**src/iaec_pkg.sv**
```systemverilog
// Package: register map, field layout, timing constants and carrier types of the arbiter
`default_nettype none
package iaec_pkg;
    // Register indices; byte address is four times the index
    localparam logic [7:0] IDX_CENTRAL_CTRL = 8'hE6;
    localparam logic [7:0] IDX_EXT_EDGE     = 8'hF2;
    localparam logic [7:0] IDX_EXT_PEND     = 8'hF3;
    localparam logic [7:0] IDX_EXT_MASK     = 8'hF4;
    localparam logic [7:0] IDX_EXT_PRIO     = 8'hF5;
    localparam logic [7:0] IDX_HOLD_LEVEL   = 8'hF7;
    localparam logic [7:0] IDX_CORE_CFG     = 8'hF8;
    localparam logic [7:0] IDX_PER_BASE     = 8'hF9;
    localparam int         NUM_PER          = 4;
    localparam int         NUM_EXT          = 8;

    // Central control fields
    localparam int         CC_MFT_EN   = 7;
    localparam int         CC_TL_PEND  = 6;
    localparam int         CC_TL_MASK  = 5;
    localparam int         CC_IEN      = 4;
    localparam int         CC_MODE     = 3;
    localparam logic [7:0] CC_RESET    = 8'h87;
    localparam logic [7:0] PRIO_RESET  = 8'hFF;
    // Hold level register: bit 7 not-maskable, bits 6:0 hold bits
    localparam int         HL_TOP_LEVEL_NOT_MASKABLE     = 7;
    // Core config: bit 0 stack in register file, bit 1 segment push, bits 7:4 vector high
    localparam int         CFG_STACK_RF = 0;
    localparam int         CFG_SEG_PUSH = 1;
    // Peripheral channel: [2:0] level, [3] mask, [4] pending, [14:8] vector
    localparam int         PC_MASK     = 3;
    localparam int         PC_PEND     = 4;
    localparam int         PC_VEC_LO   = 8;

    // Timing in core clock cycles
    localparam logic [2:0] SAMPLE_CYC   = 3'h5;
    localparam logic [4:0] ARB_CYC      = 5'h06;
    localparam logic [4:0] MC_BASE_CYC  = 5'h12;
    localparam logic [4:0] MC_STACK_CYC = 5'h02;
    localparam logic [4:0] MC_SEG_CYC   = 5'h02;
    localparam logic [4:0] MC_WAKE_CYC  = 5'h01;
    localparam logic [2:0] LVL_LOWEST   = 3'h7;
    localparam logic [3:0] SRC_PER0     = 4'h8;
    localparam logic [3:0] SRC_NONE     = 4'hF;

    typedef enum logic [1:0] {S_IDLE, S_ARB, S_WAIT_ABORT, S_MACHINE} iaec_fsm_t;

    // Signals from the CPU sequencer, all one-cycle pulses except the levels noted
    typedef struct packed {
        logic abortable;   // Level: current instruction has made no write yet
        logic instr_end;
        logic wfi;         // Level: core waits for interrupt
        logic ei;
        logic di;
        logic iret;
    } iaec_cpu_t;

    // Service start toward the CPU
    typedef struct packed {
        logic       start;
        logic       top_level;
        logic [6:0] vector;
    } iaec_isr_t;

    typedef struct packed {
        logic [7:0]            ext_s1;
        logic [7:0]            ext_s2;
        logic [7:0]            ext_s3;
        logic                  tl_s1;
        logic                  tl_s2;
        logic                  tl_s3;
        logic [7:0]            cc;
        logic [7:0]            edge_sel;
        logic [7:0]            ext_pend;
        logic [7:0]            ext_mask;
        logic [7:0]            ext_prio;
        logic [7:0]            hold;
        logic [7:0]            cfg;
        logic [NUM_PER-1:0][14:0] per;
        logic [2:0]            div;
        iaec_fsm_t             fsm;
        logic [4:0]            cnt;
        logic [3:0]            win_src;
        logic [2:0]            win_lvl;
        logic                  win_tl;
        logic                  in_tl;
        logic                  bus_done;
        logic [31:0]           rdata;
        iaec_isr_t             isr;
    } iaec_state_t;
endpackage
`default_nettype wire

```
**src/iaec_arbiter.sv**
```systemverilog
// Interrupt arbiter with central control, external and peripheral channels
//
// Functional notes
// - Peripheral pending set by trigger, software may set, clear and read it
// - Peripheral request only with mask, pending and global enable all set
// - Three-bit level, zero highest, level seven never acknowledged
// - Each channel supplies a seven-bit vector selecting a table entry
// - Arbitration resolves in six core cycles, independent of instructions
// - Pending requests sampled once every five core cycles
// - Abort current instruction if no write yet, else finish it first
// - External channel event to service start within 26 to 48 cycles
// - Non-maskable top-level event to service start within 22 to 48 cycles
// - Machine cycle 18, plus 2 for register-file stack, plus 2 segment push
// - Waiting core adds one wake-up cycle to the response
// - Central control bit 7 drives the multifunction timer enable
// - Top-level pending set by event or software, cleared on acknowledge
// - Top-level request needs mask with enable, or the not-maskable setting
// - Global enable cleared by machine cycle, set by return, ei, di controls; top-level machine cycle and return leave it unchanged
// - Mode bit selects concurrent or nested; nested rewrites current level
// - Edge select 0 falling, 1 rising; channel D1 edge bit stays cleared
// - External pending set on edge or by software, cleared on acknowledge
// - External mask 0 blocks; 1 requests when pending and enable set
// - Pairs share two upper level bits; low bit 0 even, 1 odd
// - Nested acknowledge sets hold bit of current level, loads new level
// - Channel D1 input reacts to falling edges only
//
// The Avalon-MM slave port is this design's own decision.
`default_nettype none
module iaec_arbiter
    import iaec_pkg::*;
(
    // Clock and reset
    input  wire logic                 core_clk,
    input  wire logic                 rst,
    // Avalon-MM slave
    input  wire logic [9:0]           avs_address,
    input  wire logic                 avs_read,
    input  wire logic                 avs_write,
    input  wire logic [31:0]          avs_writedata,
    input  wire logic [3:0]           avs_byteenable,
    output logic [31:0]               avs_readdata,
    output logic                      avs_waitrequest,
    // Interrupt sources
    input  wire logic [NUM_EXT-1:0]   ext_pin,
    input  wire logic                 top_level_pin,
    input  wire logic [NUM_PER-1:0]   per_trigger,
    // CPU sequencer
    input  wire iaec_cpu_t            cpu,
    output logic                      irq_request,
    output iaec_isr_t                 isr,
    // Timer enable
    output logic                      multifunction_timer_enable
);

    iaec_state_t st_r;
    iaec_state_t st_nxt;

    // Level of an external channel from its pair bits and hardware low bit
    function automatic logic [2:0] ext_level(input logic [7:0] prio, input int ch);
        ext_level = {prio[2*(ch/2)+1], prio[2*(ch/2)], ch[0]};
    endfunction

    // Register read view
    function automatic logic [31:0] reg_view(input iaec_state_t s, input logic [7:0] idx);
        reg_view = 32'h0000_0000;
        case (idx)
            IDX_CENTRAL_CTRL: reg_view = {24'h000000, s.cc};
            IDX_EXT_EDGE:     reg_view = {24'h000000, s.edge_sel};
            IDX_EXT_PEND:     reg_view = {24'h000000, s.ext_pend};
            IDX_EXT_MASK:     reg_view = {24'h000000, s.ext_mask};
            IDX_EXT_PRIO:     reg_view = {24'h000000, s.ext_prio};
            IDX_HOLD_LEVEL:   reg_view = {24'h000000, s.hold};
            IDX_CORE_CFG:     reg_view = {24'h000000, s.cfg};
            default: begin
                for (int p = 0; p < NUM_PER; p++) begin
                    if (idx == IDX_PER_BASE + 8'(p)) begin
                        reg_view = {17'h00000, s.per[p]};
                    end
                end
            end
        endcase
    endfunction

    // Apply byte enable 0 to an 8-bit field
    function automatic logic [7:0] lane0(input logic [7:0] old, input logic [31:0] wd,
                                         input logic [3:0] be);
        lane0 = be[0] ? wd[7:0] : old;
    endfunction

    logic [7:0]  edge_hit;
    logic        tl_hit;
    logic        wr_go;
    logic        rd_go;
    logic [7:0]  widx;
    logic        tl_req;
    logic [3:0]  best_src;
    logic [2:0]  best_lvl;
    logic [2:0]  lvl;
    logic [4:0]  mc_len;
    logic [2:0]  pop_lvl;
    logic        pop_any;

    always_comb begin
        st_nxt   = st_r;
        edge_hit = 8'h00;
        tl_hit   = 1'b0;
        best_src = SRC_NONE;
        best_lvl = LVL_LOWEST;
        lvl      = LVL_LOWEST;
        tl_req   = 1'b0;
        mc_len   = MC_BASE_CYC;
        pop_lvl  = LVL_LOWEST;
        pop_any  = 1'b0;
        widx     = avs_address[9:2];
        rd_go    = avs_read & ~st_r.bus_done;
        wr_go    = avs_write & st_r.bus_done;

        // Input synchronisers and edge detection
        st_nxt.ext_s1 = ext_pin;
        st_nxt.ext_s2 = st_r.ext_s1;
        st_nxt.ext_s3 = st_r.ext_s2;
        st_nxt.tl_s1  = top_level_pin;
        st_nxt.tl_s2  = st_r.tl_s1;
        st_nxt.tl_s3  = st_r.tl_s2;
        for (int i = 0; i < NUM_EXT; i++) begin
            if (i == NUM_EXT - 1) begin
                edge_hit[i] = ~st_r.ext_s2[i] & st_r.ext_s3[i];
            end else if (st_r.edge_sel[i]) begin
                edge_hit[i] = st_r.ext_s2[i] & ~st_r.ext_s3[i];
            end else begin
                edge_hit[i] = ~st_r.ext_s2[i] & st_r.ext_s3[i];
            end
        end
        tl_hit = st_r.tl_s2 & ~st_r.tl_s3;

        // Bus handshake: one wait cycle, then the access completes
        st_nxt.bus_done = (avs_read | avs_write) & ~st_r.bus_done;
        if (rd_go) begin
            st_nxt.rdata = reg_view(st_r, widx);
        end

        // Software writes; hardware sets below take precedence
        if (wr_go) begin
            case (widx)
                IDX_CENTRAL_CTRL: begin
                    if (avs_byteenable[0]) begin
                        st_nxt.cc[CC_MFT_EN] = avs_writedata[CC_MFT_EN];
                        st_nxt.cc[CC_TL_PEND] = st_r.cc[CC_TL_PEND]
                                              | avs_writedata[CC_TL_PEND];
                        st_nxt.cc[CC_TL_MASK] = avs_writedata[CC_TL_MASK];
                        // Enable may not drop while an arbitration runs
                        if (st_r.fsm != S_ARB || avs_writedata[CC_IEN]) begin
                            st_nxt.cc[CC_IEN] = avs_writedata[CC_IEN];
                        end
                        st_nxt.cc[CC_MODE] = avs_writedata[CC_MODE];
                        st_nxt.cc[2:0] = avs_writedata[2:0];
                    end
                end
                IDX_EXT_EDGE: begin
                    st_nxt.edge_sel = lane0(st_r.edge_sel, avs_writedata, avs_byteenable);
                    st_nxt.edge_sel[NUM_EXT-1] = 1'b0;
                end
                IDX_EXT_PEND: begin
                    st_nxt.ext_pend = lane0(st_r.ext_pend, avs_writedata,
                                            avs_byteenable);
                end
                IDX_EXT_MASK: begin
                    st_nxt.ext_mask = lane0(st_r.ext_mask, avs_writedata, avs_byteenable);
                end
                IDX_EXT_PRIO: begin
                    st_nxt.ext_prio = lane0(st_r.ext_prio, avs_writedata, avs_byteenable);
                end
                IDX_HOLD_LEVEL: begin
                    // Not-maskable bit is set-only until reset
                    if (avs_byteenable[0]) begin
                        st_nxt.hold = st_r.hold | {avs_writedata[HL_TOP_LEVEL_NOT_MASKABLE], 7'h00};
                        st_nxt.hold[6:0] = avs_writedata[6:0];
                    end
                end
                IDX_CORE_CFG: begin
                    st_nxt.cfg = lane0(st_r.cfg, avs_writedata, avs_byteenable);
                end
                default: begin
                    for (int p = 0; p < NUM_PER; p++) begin
                        if (widx == IDX_PER_BASE + 8'(p)) begin
                            if (avs_byteenable[0]) begin
                                st_nxt.per[p][7:0] = avs_writedata[7:0];
                            end
                            if (avs_byteenable[1]) begin
                                st_nxt.per[p][14:8] = avs_writedata[14:8];
                            end
                        end
                    end
                end
            endcase
        end

        // CPU instruction effects on the global enable
        if (cpu.ei) begin
            st_nxt.cc[CC_IEN] = 1'b1;
        end
        if (cpu.di) begin
            st_nxt.cc[CC_IEN] = 1'b0;
        end
        if (cpu.iret) begin
            if (st_r.in_tl) begin
                st_nxt.in_tl = 1'b0;
            end else begin
                st_nxt.cc[CC_IEN] = 1'b1;
                if (st_r.cc[CC_MODE]) begin
                    for (int h = 6; h >= 0; h--) begin
                        if (st_r.hold[h]) begin
                            pop_lvl = 3'(h);
                            pop_any = 1'b1;
                        end
                    end
                    st_nxt.cc[2:0] = pop_any ? pop_lvl : LVL_LOWEST;
                    if (pop_any) begin
                        st_nxt.hold[pop_lvl] = 1'b0;
                    end
                end
            end
        end

        // Sampling divider
        st_nxt.div = (st_r.div == SAMPLE_CYC - 3'h1) ? 3'h0 : st_r.div + 3'h1;

        // Candidate search over enabled requests
        tl_req = st_r.cc[CC_TL_PEND]
               & (st_r.hold[HL_TOP_LEVEL_NOT_MASKABLE] | (st_r.cc[CC_TL_MASK] & st_r.cc[CC_IEN]));
        for (int i = NUM_EXT - 1; i >= 0; i--) begin
            lvl = ext_level(st_r.ext_prio, i);
            if (st_r.ext_mask[i] & st_r.ext_pend[i] & st_r.cc[CC_IEN]
                && lvl <= best_lvl) begin
                best_lvl = lvl;
                best_src = 4'(i);
            end
        end
        for (int p = NUM_PER - 1; p >= 0; p--) begin
            lvl = st_r.per[p][2:0];
            if (st_r.per[p][PC_MASK] & st_r.per[p][PC_PEND] & st_r.cc[CC_IEN]
                && lvl < best_lvl) begin
                best_lvl = lvl;
                best_src = SRC_PER0 + 4'(p);
            end
        end
        if (best_lvl >= st_r.cc[2:0]) begin
            best_src = SRC_NONE;
        end

        // Interrupt sequencing
        st_nxt.isr.start = 1'b0;
        case (st_r.fsm)
            S_IDLE: begin
                if (st_r.div == SAMPLE_CYC - 3'h1 && !st_r.in_tl
                    && (tl_req || best_src != SRC_NONE)) begin
                    st_nxt.fsm     = S_ARB;
                    st_nxt.cnt     = ARB_CYC - 5'h01;
                    st_nxt.win_tl  = tl_req;
                    st_nxt.win_src = best_src;
                    st_nxt.win_lvl = best_lvl;
                end
            end
            S_ARB: begin
                st_nxt.cnt = st_r.cnt - 5'h01;
                if (st_r.cnt == 5'h00) begin
                    st_nxt.fsm = S_WAIT_ABORT;
                end
            end
            S_WAIT_ABORT: begin
                if (cpu.abortable || cpu.instr_end) begin
                    mc_len = MC_BASE_CYC
                           + (st_r.cfg[CFG_STACK_RF] ? MC_STACK_CYC : 5'h00)
                           + (st_r.cfg[CFG_SEG_PUSH] ? MC_SEG_CYC : 5'h00)
                           + (cpu.wfi ? MC_WAKE_CYC : 5'h00);
                    st_nxt.fsm = S_MACHINE;
                    st_nxt.cnt = mc_len - 5'h01;
                    if (st_r.win_tl) begin
                        st_nxt.cc[CC_TL_PEND] = 1'b0;
                        st_nxt.in_tl = 1'b1;
                    end else begin
                        st_nxt.cc[CC_IEN] = 1'b0;
                        if (st_r.win_src < SRC_PER0) begin
                            st_nxt.ext_pend[st_r.win_src[2:0]] = 1'b0;
                        end else begin
                            st_nxt.per[st_r.win_src[1:0]][PC_PEND] = 1'b0;
                        end
                        if (st_r.cc[CC_MODE]) begin
                            if (st_r.cc[2:0] != LVL_LOWEST) begin
                                st_nxt.hold[st_r.cc[2:0]] = 1'b1;
                            end
                            st_nxt.cc[2:0] = st_r.win_lvl;
                        end
                    end
                end
            end
            S_MACHINE: begin
                st_nxt.cnt = st_r.cnt - 5'h01;
                if (st_r.cnt == 5'h00) begin
                    st_nxt.fsm           = S_IDLE;
                    st_nxt.isr.start     = 1'b1;
                    st_nxt.isr.top_level = st_r.win_tl;
                    if (st_r.win_tl) begin
                        st_nxt.isr.vector = 7'h00;
                    end else if (st_r.win_src < SRC_PER0) begin
                        st_nxt.isr.vector = {st_r.cfg[7:4], st_r.win_src[2:0]};
                    end else begin
                        st_nxt.isr.vector = st_r.per[st_r.win_src[1:0]][14:8];
                    end
                end
            end
            default: begin
                st_nxt.fsm = S_IDLE;
            end
        endcase

        // Hardware trigger sets win over any clear in the same cycle
        st_nxt.ext_pend = st_nxt.ext_pend | edge_hit;
        for (int p = 0; p < NUM_PER; p++) begin
            st_nxt.per[p][PC_PEND] = st_nxt.per[p][PC_PEND] | per_trigger[p];
        end
        if (tl_hit) begin
            st_nxt.cc[CC_TL_PEND] = 1'b1;
        end
    end

    always_ff @(posedge core_clk) begin
        if (rst) begin
            st_r          <= '0;
            st_r.cc       <= CC_RESET;
            st_r.ext_prio <= PRIO_RESET;
            st_r.win_src  <= SRC_NONE;
            st_r.fsm      <= S_IDLE;
        end else begin
            st_r <= st_nxt;
        end
    end

    assign avs_readdata               = st_r.rdata;
    assign avs_waitrequest            = (avs_read | avs_write) & ~st_r.bus_done;
    assign irq_request                = (st_r.fsm == S_WAIT_ABORT);
    assign isr                        = st_r.isr;
    assign multifunction_timer_enable = st_r.cc[CC_MFT_EN];

endmodule
`default_nettype wire

```
**config.mk**
```make
export PLATFORM = sky130hd
export DESIGN_NAME = iaec_arbiter
export DESIGN_NICKNAME = d
export VERILOG_FILES = /design/src/iaec_pkg.sv /design/src/iaec_arbiter.sv
export SDC_FILE = /design/constraint.sdc
export NUM_CORES = 1
export LEC_CHECK = 0
export BUFFER_PORTS_ARGS = -buffer_cell sky130_fd_sc_hd__buf_2
export CORE_AREA = 5 5 153 155
export CTS_CLUSTER_DIAMETER = 60
export DETAILED_ROUTE_END_ITERATION = 8
export DIE_AREA = 0 0 158 160
export HOLD_SLACK_MARGIN = 0.15
export PLACE_DENSITY = 0.72
export SLEW_MARGIN = 5
export SYNTH_ARGS = -nofsm -noshare
export SYNTH_HDL_FRONTEND = slang
export SYNTH_SLANG_ARGS = --single-unit
```
**constraint.sdc**
```tcl
create_clock -name core_clk -period 30.9 [get_ports core_clk]
set_input_delay 1.545 -clock core_clk [delete_from_list [all_inputs] [get_ports core_clk]]
set_output_delay 1.545 -clock core_clk [all_outputs]
set_load 0.02 [all_outputs]
```
## After elaboration in Yosys (flattened, before gate mapping)

Index checks and enable logic that the tools add are counted.

| storage, ports and cells | value |
|---|---|
| output and inout bits | 44 |
| input bits | 69 |
| logic and storage cells | 342 |
| bits in registers | 203 |

| operators by class | value |
|---|---|
| $lt $le $gt $ge | 22 |
| muxes and demuxes | 147 |
| reductions and logical operators | 36 |
| bitwise operators | 79 |
| add/sub/neg operators | 6 |
| equal/unequal tests | 22 |

Operators by type and width:

| cell | number |
|---|---|
| 2-to-1 mux 60 bit | 5 |
| case mux 32 bit (7 select lines) | 1 |
| 2-to-1 mux 8 bit | 27 |
| 2-to-1 mux 115 bit | 1 |
| 2-to-1 mux 15 bit | 7 |
| 2-to-1 mux 32 bit | 3 |
| equality test 8 bit (second input constant) | 11 |
| 2-to-1 mux 3 bit | 29 |
| 2-to-1 mux 7 bit | 11 |
| AND 60 bit | 1 |
| NOT 60 bit | 1 |
| 2-to-1 mux 4 bit | 13 |
| AND 1 bit | 45 |
| 2-to-1 mux 1 bit | 38 |
| binary-select mux 15 bit (select 2 bit) | 1 |
| demux 15 bit (select 2 bit) | 1 |
| case mux 7 bit (4 select lines) | 1 |
| bitwise OR 8 bit | 3 |
| <= comparator 3 bit | 7 |
| logical AND 1 bit | 18 |
| NOT 1 bit | 18 |
| AND 8 bit | 2 |
| NOT 8 bit | 2 |
| AND reduction 3 bit | 5 |
| other kinds (33) | 61 |

## Depth between registers and ports, before layout

| depth | value |
|---|---|
| word-level depth | 44 |
| gate-level depth with buffers | 59 |

## Worst setup path before layout

OpenSTA, ideal clock, no wires.

| path | value |
|---|---|
| kind | register -> register |
| start point | register st_r[173] (netlist name) |
| end point | register st_r[56] (netlist name) |
| setup time | 79 ps |
| period minus slack after synthesis | 11025 ps |
| cell stages (with the launch flop) | 57 |
| data arrival time | 10946 ps |
| setup slack | 19875 ps |
| data required time | 30821 ps |
| path buffers | 2 |
| cell sequence | dfxtp_1 -> buf_2 -> nor2b_1 -> nor2b_1 -> inv_1 -> ha_1 -> nand2b_1 -> a32o_1 -> a21bo_2 -> nand2_1 -> ha_1 -> a21oi_1 -> and2_1 -> a41oi_2 -> a21o_1 -> nand2_1 -> inv_1 -> ha_1 -> [... 21 more ...] -> o221a_1 -> a211oi_2 -> o211ai_2 -> o211ai_1 -> and2_0 -> mux2i_1 -> ha_1 -> o21a_1 -> o21ai_2 -> mux2i_1 -> ha_1 -> nand2b_1 -> a21o_1 -> a21o_1 -> a21oi_1 -> o21a_1 -> mux2_2 -> a211oi_2 |

| on the way | value |
|---|---|
| cells in the longest elaborated chain, start to end | 43 |
| elaborated cells between the ends (all ways) | 69 |
| classes of those cells | order compare: 12; eq/ne: 2; mux: 25; bitwise: 15; reduce/logical: 15 |

Ends and longest elaborated chain:

| what | RTL line | text |
|---|---|---|
| start: declaration | iaec_arbiter.sv:55 | `iaec_state_t st_r;` |
| start signal: assignment | iaec_arbiter.sv:335 | `st_r <= st_nxt;` |
| AND 1 bit | iaec_arbiter.sv:233 | `if (st_r.ext_mask[i] & st_r.ext_pend[i] & st_r.cc[CC_IEN]` |
| logical AND 1 bit | iaec_arbiter.sv:234 | `&& lvl <= best_lvl) begin` |
| 2-to-1 mux 3 bit | iaec_arbiter.sv:233 |  |
| <= comparator 3 bit | iaec_arbiter.sv:234 |  |
| logical AND 1 bit | iaec_arbiter.sv:234 |  |
| 2-to-1 mux 3 bit | iaec_arbiter.sv:233 |  |
| <= comparator 3 bit | iaec_arbiter.sv:234 |  |
| logical AND 1 bit | iaec_arbiter.sv:234 |  |
| [... 27 more ...] | -- |  |
| 2-to-1 mux 3 bit | iaec_arbiter.sv:241 | `if (st_r.per[p][PC_MASK] & st_r.per[p][PC_PEND] & st_r.cc[CC_IEN]` |
| >= comparator 3 bit | iaec_arbiter.sv:247 | `if (best_lvl >= st_r.cc[2:0]) begin` |
| 2-to-1 mux 4 bit | iaec_arbiter.sv:247 |  |
| != test 4 bit | iaec_arbiter.sv:256 | `&& (tl_req \|\| best_src != SRC_NONE)) begin` |
| logical OR 1 bit (*) | iaec_arbiter.sv:256 |  |
| logical AND 1 bit (*) | iaec_arbiter.sv:256 |  |
| != test 2 bit (no source line) (*) | -- |  |
| AND reduction 4 bit (no source line) (*) | -- |  |

Mark *: on every way between the ends. The rest lies on a longest branch, timed or not.
A chain may end at the register's enable or synchronous reset.

## Final worst setup path

| path | value |
|---|---|
| start point | register st_r[159] (netlist name) |
| end point | register st_r[56] (netlist name) |

| on the way | value |
|---|---|
| cells in the longest elaborated chain, start to end | 41 |
| elaborated cells between the ends (all ways) | 52 |
| classes of those cells | order compare: 11; eq/ne: 2; mux: 23; bitwise: 2; reduce/logical: 14 |

Ends and longest elaborated chain:

| what | RTL line |
|---|---|
| AND 1 bit (*) (2 in series) | iaec_arbiter.sv:233 |
| logical AND 1 bit (*) | iaec_arbiter.sv:234 |
| 2-to-1 mux 3 bit | iaec_arbiter.sv:233 |
| <= comparator 3 bit | iaec_arbiter.sv:234 |
| logical AND 1 bit | iaec_arbiter.sv:234 |
| 2-to-1 mux 3 bit | iaec_arbiter.sv:233 |
| <= comparator 3 bit | iaec_arbiter.sv:234 |
| logical AND 1 bit | iaec_arbiter.sv:234 |
| [... 24 more ...] | -- |
| 2-to-1 mux 3 bit | iaec_arbiter.sv:241 |
| >= comparator 3 bit | iaec_arbiter.sv:247 |
| 2-to-1 mux 4 bit (*) | iaec_arbiter.sv:247 |
| != test 4 bit (*) | iaec_arbiter.sv:256 |
| logical OR 1 bit (*) | iaec_arbiter.sv:256 |
| logical AND 1 bit (*) | iaec_arbiter.sv:256 |
| != test 2 bit (no source line) (*) | -- |
| AND reduction 4 bit (no source line) (*) | -- |

Marks and branches as above.

==> insert_results.sql <==
INSERT INTO impl_metrics (metric_group, metric, value, unit) VALUES
('synth', 'cell_accounting_for_the_most_synthesized_area', 'sky130_fd_sc_hd__dfxtp_1', ''),
('run_status', 'status', 'complete, no violations', ''),
('clock_network', 'cts.sinks', '186', ''),
('route', 'via_count', '9188', ''),
('synth', 'synth.top_cells.by_area', 'sky130_fd_sc_hd__dfxtp_1, sky130_fd_sc_hd__mux2i_1, sky130_fd_sc_hd__nor2_1', ''),
('placed_design', 'detailed_place_hpwl', '20900', 'µm'),
('worst_setup_path', 'startpoint', 'st_r[159]', ''),
('clock_network', 'clockRootBuffer', 'sky130_fd_sc_hd__clkbuf_16', ''),
('clock_network', 'worst_skew_pair.late_latency', '0.43', 'ns'),
('floorplan', 'placementRows', '54', ''),
('final_layout', 'drive_above_1_share', '0.141', ''),
('placed_design', 'dp_slack', '18.01', 'ns'),
('sta', 'finalClockSkew', '0.00809', 'ns'),
('synth', 'yosysMostFrequentCell', 'sky130_fd_sc_hd__dfxtp_1', ''),
('placed_design', 'place.port_buffers', '74', ''),
('worst_setup_path', 'worstSetupPathDepth', '55', ''),
('final_layout', 'num_antenna_cells', '0', ''),
('floorplan', 'fp.dieArea', '25300', 'µm²'),
('synth', 'synth.ff_latch_count', '186', ''),
('power_and_ir_drop', 'power_density', '46.0', 'nW/µm²'),
('global_route', 'via_count_of_the_first_global_routing_pass', '8647', ''),
('worst_setup_path', 'setup.reg_to_reg.worst_slack', '17.80', 'ns'),
('sta', 'finalHoldViolCount', '0', ''),
('power_and_ir_drop', 'vdd.ir_drop.worst', '47.8', 'µV'),
('clock_network', 'clk_path_buf_depth', '2', ''),
('worst_setup_path', 'reg2reg_from', 'st_r[159]', ''),
('power_and_ir_drop', 'total_leakage_power', '4.67', 'nW'),
('synth', 'synth_seq_area_share', '0.361', ''),
('worst_setup_path', 'cp_slowest_stage_delay', '0.50', 'ns'),
('worst_setup_path', 'critPathMostFrequentCell', 'sky130_fd_sc_hd__ha_1', ''),
('floorplan', 'num_io_pins', '113', ''),
('sta', 'timing.max_slew.rel_slack', '0.375', ''),
('clock_network', 'post_cts_buffers', '0', ''),
('clock_network', 'cts_hold_repair.buffers', '0', ''),
('route', 'route.detailed.vias_per_inst', '5.98', ''),
('floorplan', 'floorplan.initialDensity', '0.475', ''),
('worst_setup_path', 'critical_path_arrival', '13.45', 'ns'),
('clock_network', 'cts.reportedPaths.clkPinSlew', '0.07', 'ns'),
('sta', 'tmin_final', '13.10', 'ns'),
('worst_setup_path', 'timing.critical_path.slowest_stage_cell', 'sky130_fd_sc_hd__dfxtp_1', ''),
('worst_setup_path', 'crit_required', '31.25', 'ns'),
('worst_setup_path', 'cp-endpoint', 'st_r[56]', ''),
('route', 'routed_wire_length_per_instance', '19.1', 'µm'),
('synth', 'synthDistinctLibCells', '88', ''),
('final_layout', 'areaGrowthSynthToFinish', '8.72', '%'),
('global_route', 'grt_pass1_wl', '46700', 'µm'),
('route', 'first_pass_iters', '8', ''),
('sta', 'finalSetupTns', '0', 'ns'),
('floorplan', 'die_height', '160', 'µm'),
('clock_network', 'cts_made_buffers', '17', ''),
('floorplan', 'chipWidth', '158', 'µm'),
('synth', 'synthesis.area_per_instance', '8.38', 'µm²'),
('synth', 'ys.warnings.count', '0', ''),
('sta', 'final-setup-viol-count', '0', ''),
('global_route', 'antenna_found_initial', '1', ''),
('sta', 'worst_slack', '17.80', 'ns'),
('global_route', 'pin_count_of_the_biggest_net_entering_global_routing', '86', ''),
('synth', 'synthFlopType', 'sky130_fd_sc_hd__dfxtp_1', ''),
('hold_path', 'min_path_type', 'reg2reg', ''),
('floorplan', 'std_cell_core_area', '21700', 'µm²'),
('synth', 'netlist_top_cells_count', 'sky130_fd_sc_hd__dfxtp_1, sky130_fd_sc_hd__nor2_1, sky130_fd_sc_hd__nand2_1, sky130_fd_sc_hd__mux2i_1, sky130_fd_sc_hd__a21oi_1', ''),
('clock_network', 'tritoncts', 'built', ''),
('clock_network', 'cts_repair_resize_count', '0', ''),
('sta', 'fin_crit_sh', '0.424', ''),
('synth', 'post_synth_inst_count', '1229', ''),
('synth', 'post_synth_edffs', '0', ''),
('worst_setup_path', 'crit_family', 'compound AO/OA/AOI/OAI gates', ''),
('placed_design', 'place_congestion', '0.989', ''),
('route', 'detailedRoute.firstIterationViolations', '927', ''),
('worst_setup_path', 'terminus_of_the_critical_flop_to_flop_path', 'st_r[56]', ''),
('worst_setup_path', 'worst_r2r_path_depth', '55', '');
-- worst reg2reg max path, delay by kind of cell (launching register included) --
kind / cells / cell delay (ns)
AOI/OAI and AO/OA: 26 / 5.98
adders and majority gates: 7 / 1.95
buffers and inverters: 2 / 0.15
DFF: 1 / 0.50
muxes: 3 / 1.07
and+or+nand+nor: 17 / 3.39
-- report_power, final --
group / internal [mW] / switching (mW)
Sequential: 0.246 / 0.00528
Clock: 0.116 / 0.0950
Combinational: 0.0188 / 0.0341
Total: 0.381 / 0.134
-- layout make-up --
| cell class | instances | area (µm²) |
|---|---|---|
| Fill cell | 2024 | 10500 |
| Multi-Input combinational cell | 918 | 5950 |
| Sequential cell | 186 | 3720 |
| Timing Repair Buffer | 88 | 478 |
| Clock buffer | 19 | 453 |
| Tap cell | 280 | 350 |
| Inverter | 34 | 128 |
| Clock inverter | 12 | 114 |
-- worst min-delay path by stage --
stage / cells past startpoint / slack [ns] / end / start
finish: 1 / 0.44 / st_nxt[180] / st_nxt[188]
detailed placement: 1 / 0.42 / st_nxt[185] / st_nxt[193]
floorplan: 1 / 0.41 / st_nxt[177] / st_nxt[178]
global route: 1 / 0.45 / st_nxt[185] / st_nxt[193]
CTS: 1 / 0.44 / st_nxt[185] / st_nxt[193]
global placement: 1 / 0.42 / st_nxt[187] / st_nxt[195]
-- registers in the layout, indices dropped and copies added (netlist names) --
name and count:
lvl 3, isr 9, st_nxt 18, st_r 140, avs_readdata 15, multifunction_timer_enable 1
-- cell usage in the layout, fill, tap and decap left out, drive strengths merged, types with 4 or more instances in the layout --
cell type / n
o31ai: 6
a31oi: 19
nand2: 135
o211ai: 22
nor3b: 9
or3: 6
clkinv: 6
inv: 38
nand3: 39
o31a: 5
mux2: 21
dfxtp: 186
and3b: 8
nor4: 6
nor3: 24
a21oi: 87
a221oi: 17
a22oi: 31
ha: 23
and3: 13
clkbuf: 19
mux2i: 90
o311ai: 5
nor2: 151
a211o: 7
or2: 4
mux4: 6
buf: 88
nand2b: 9
a211oi: 12
and2: 12
o21a: 4
nor2b: 36
a21o: 5
o21ai: 48
conb: 17
-- layer usage --
layer  wire [µm]  vias up  global-route usage
met3        2250       75              0.0379
met5          12        -                   0
li1            -     4379                   -
met1       12600     4341               0.315
met2       13400      391               0.361
met4        1150        2              0.0934
-- per-stage QoR --
stage	util	hold slack [ns]	area [µm²]	cells	total power, mW
3_5_place_dp	0.490	0.422	10600	1506	0.308
5_1_grt	0.516	0.451	11200	1537	0.535
4_1_cts	0.516	0.438	11200	1537	0.517
3_3_place_gp	0.490	0.416	10600	1506	0.308
2_1_floorplan	-	0.414	10400	1245	0.296
6_report	0.516	0.436	11200	1537	0.515
-- cells by family after synthesis --
logic type | after synthesis | synth area share
and+or+nand+nor | 460 | 0.208
AOI/OAI and AO/OA | 299 | 0.208
DFF | 186 | 0.361
buffers and inverters | 141 | 0.0673
muxes | 117 | 0.124
adders and majority gates | 24 | 0.0299
other | 1 | 0.000364
xor gates and xnor gates | 1 | 0.000850
No activity file was read; power rests on OpenSTA's default activity.
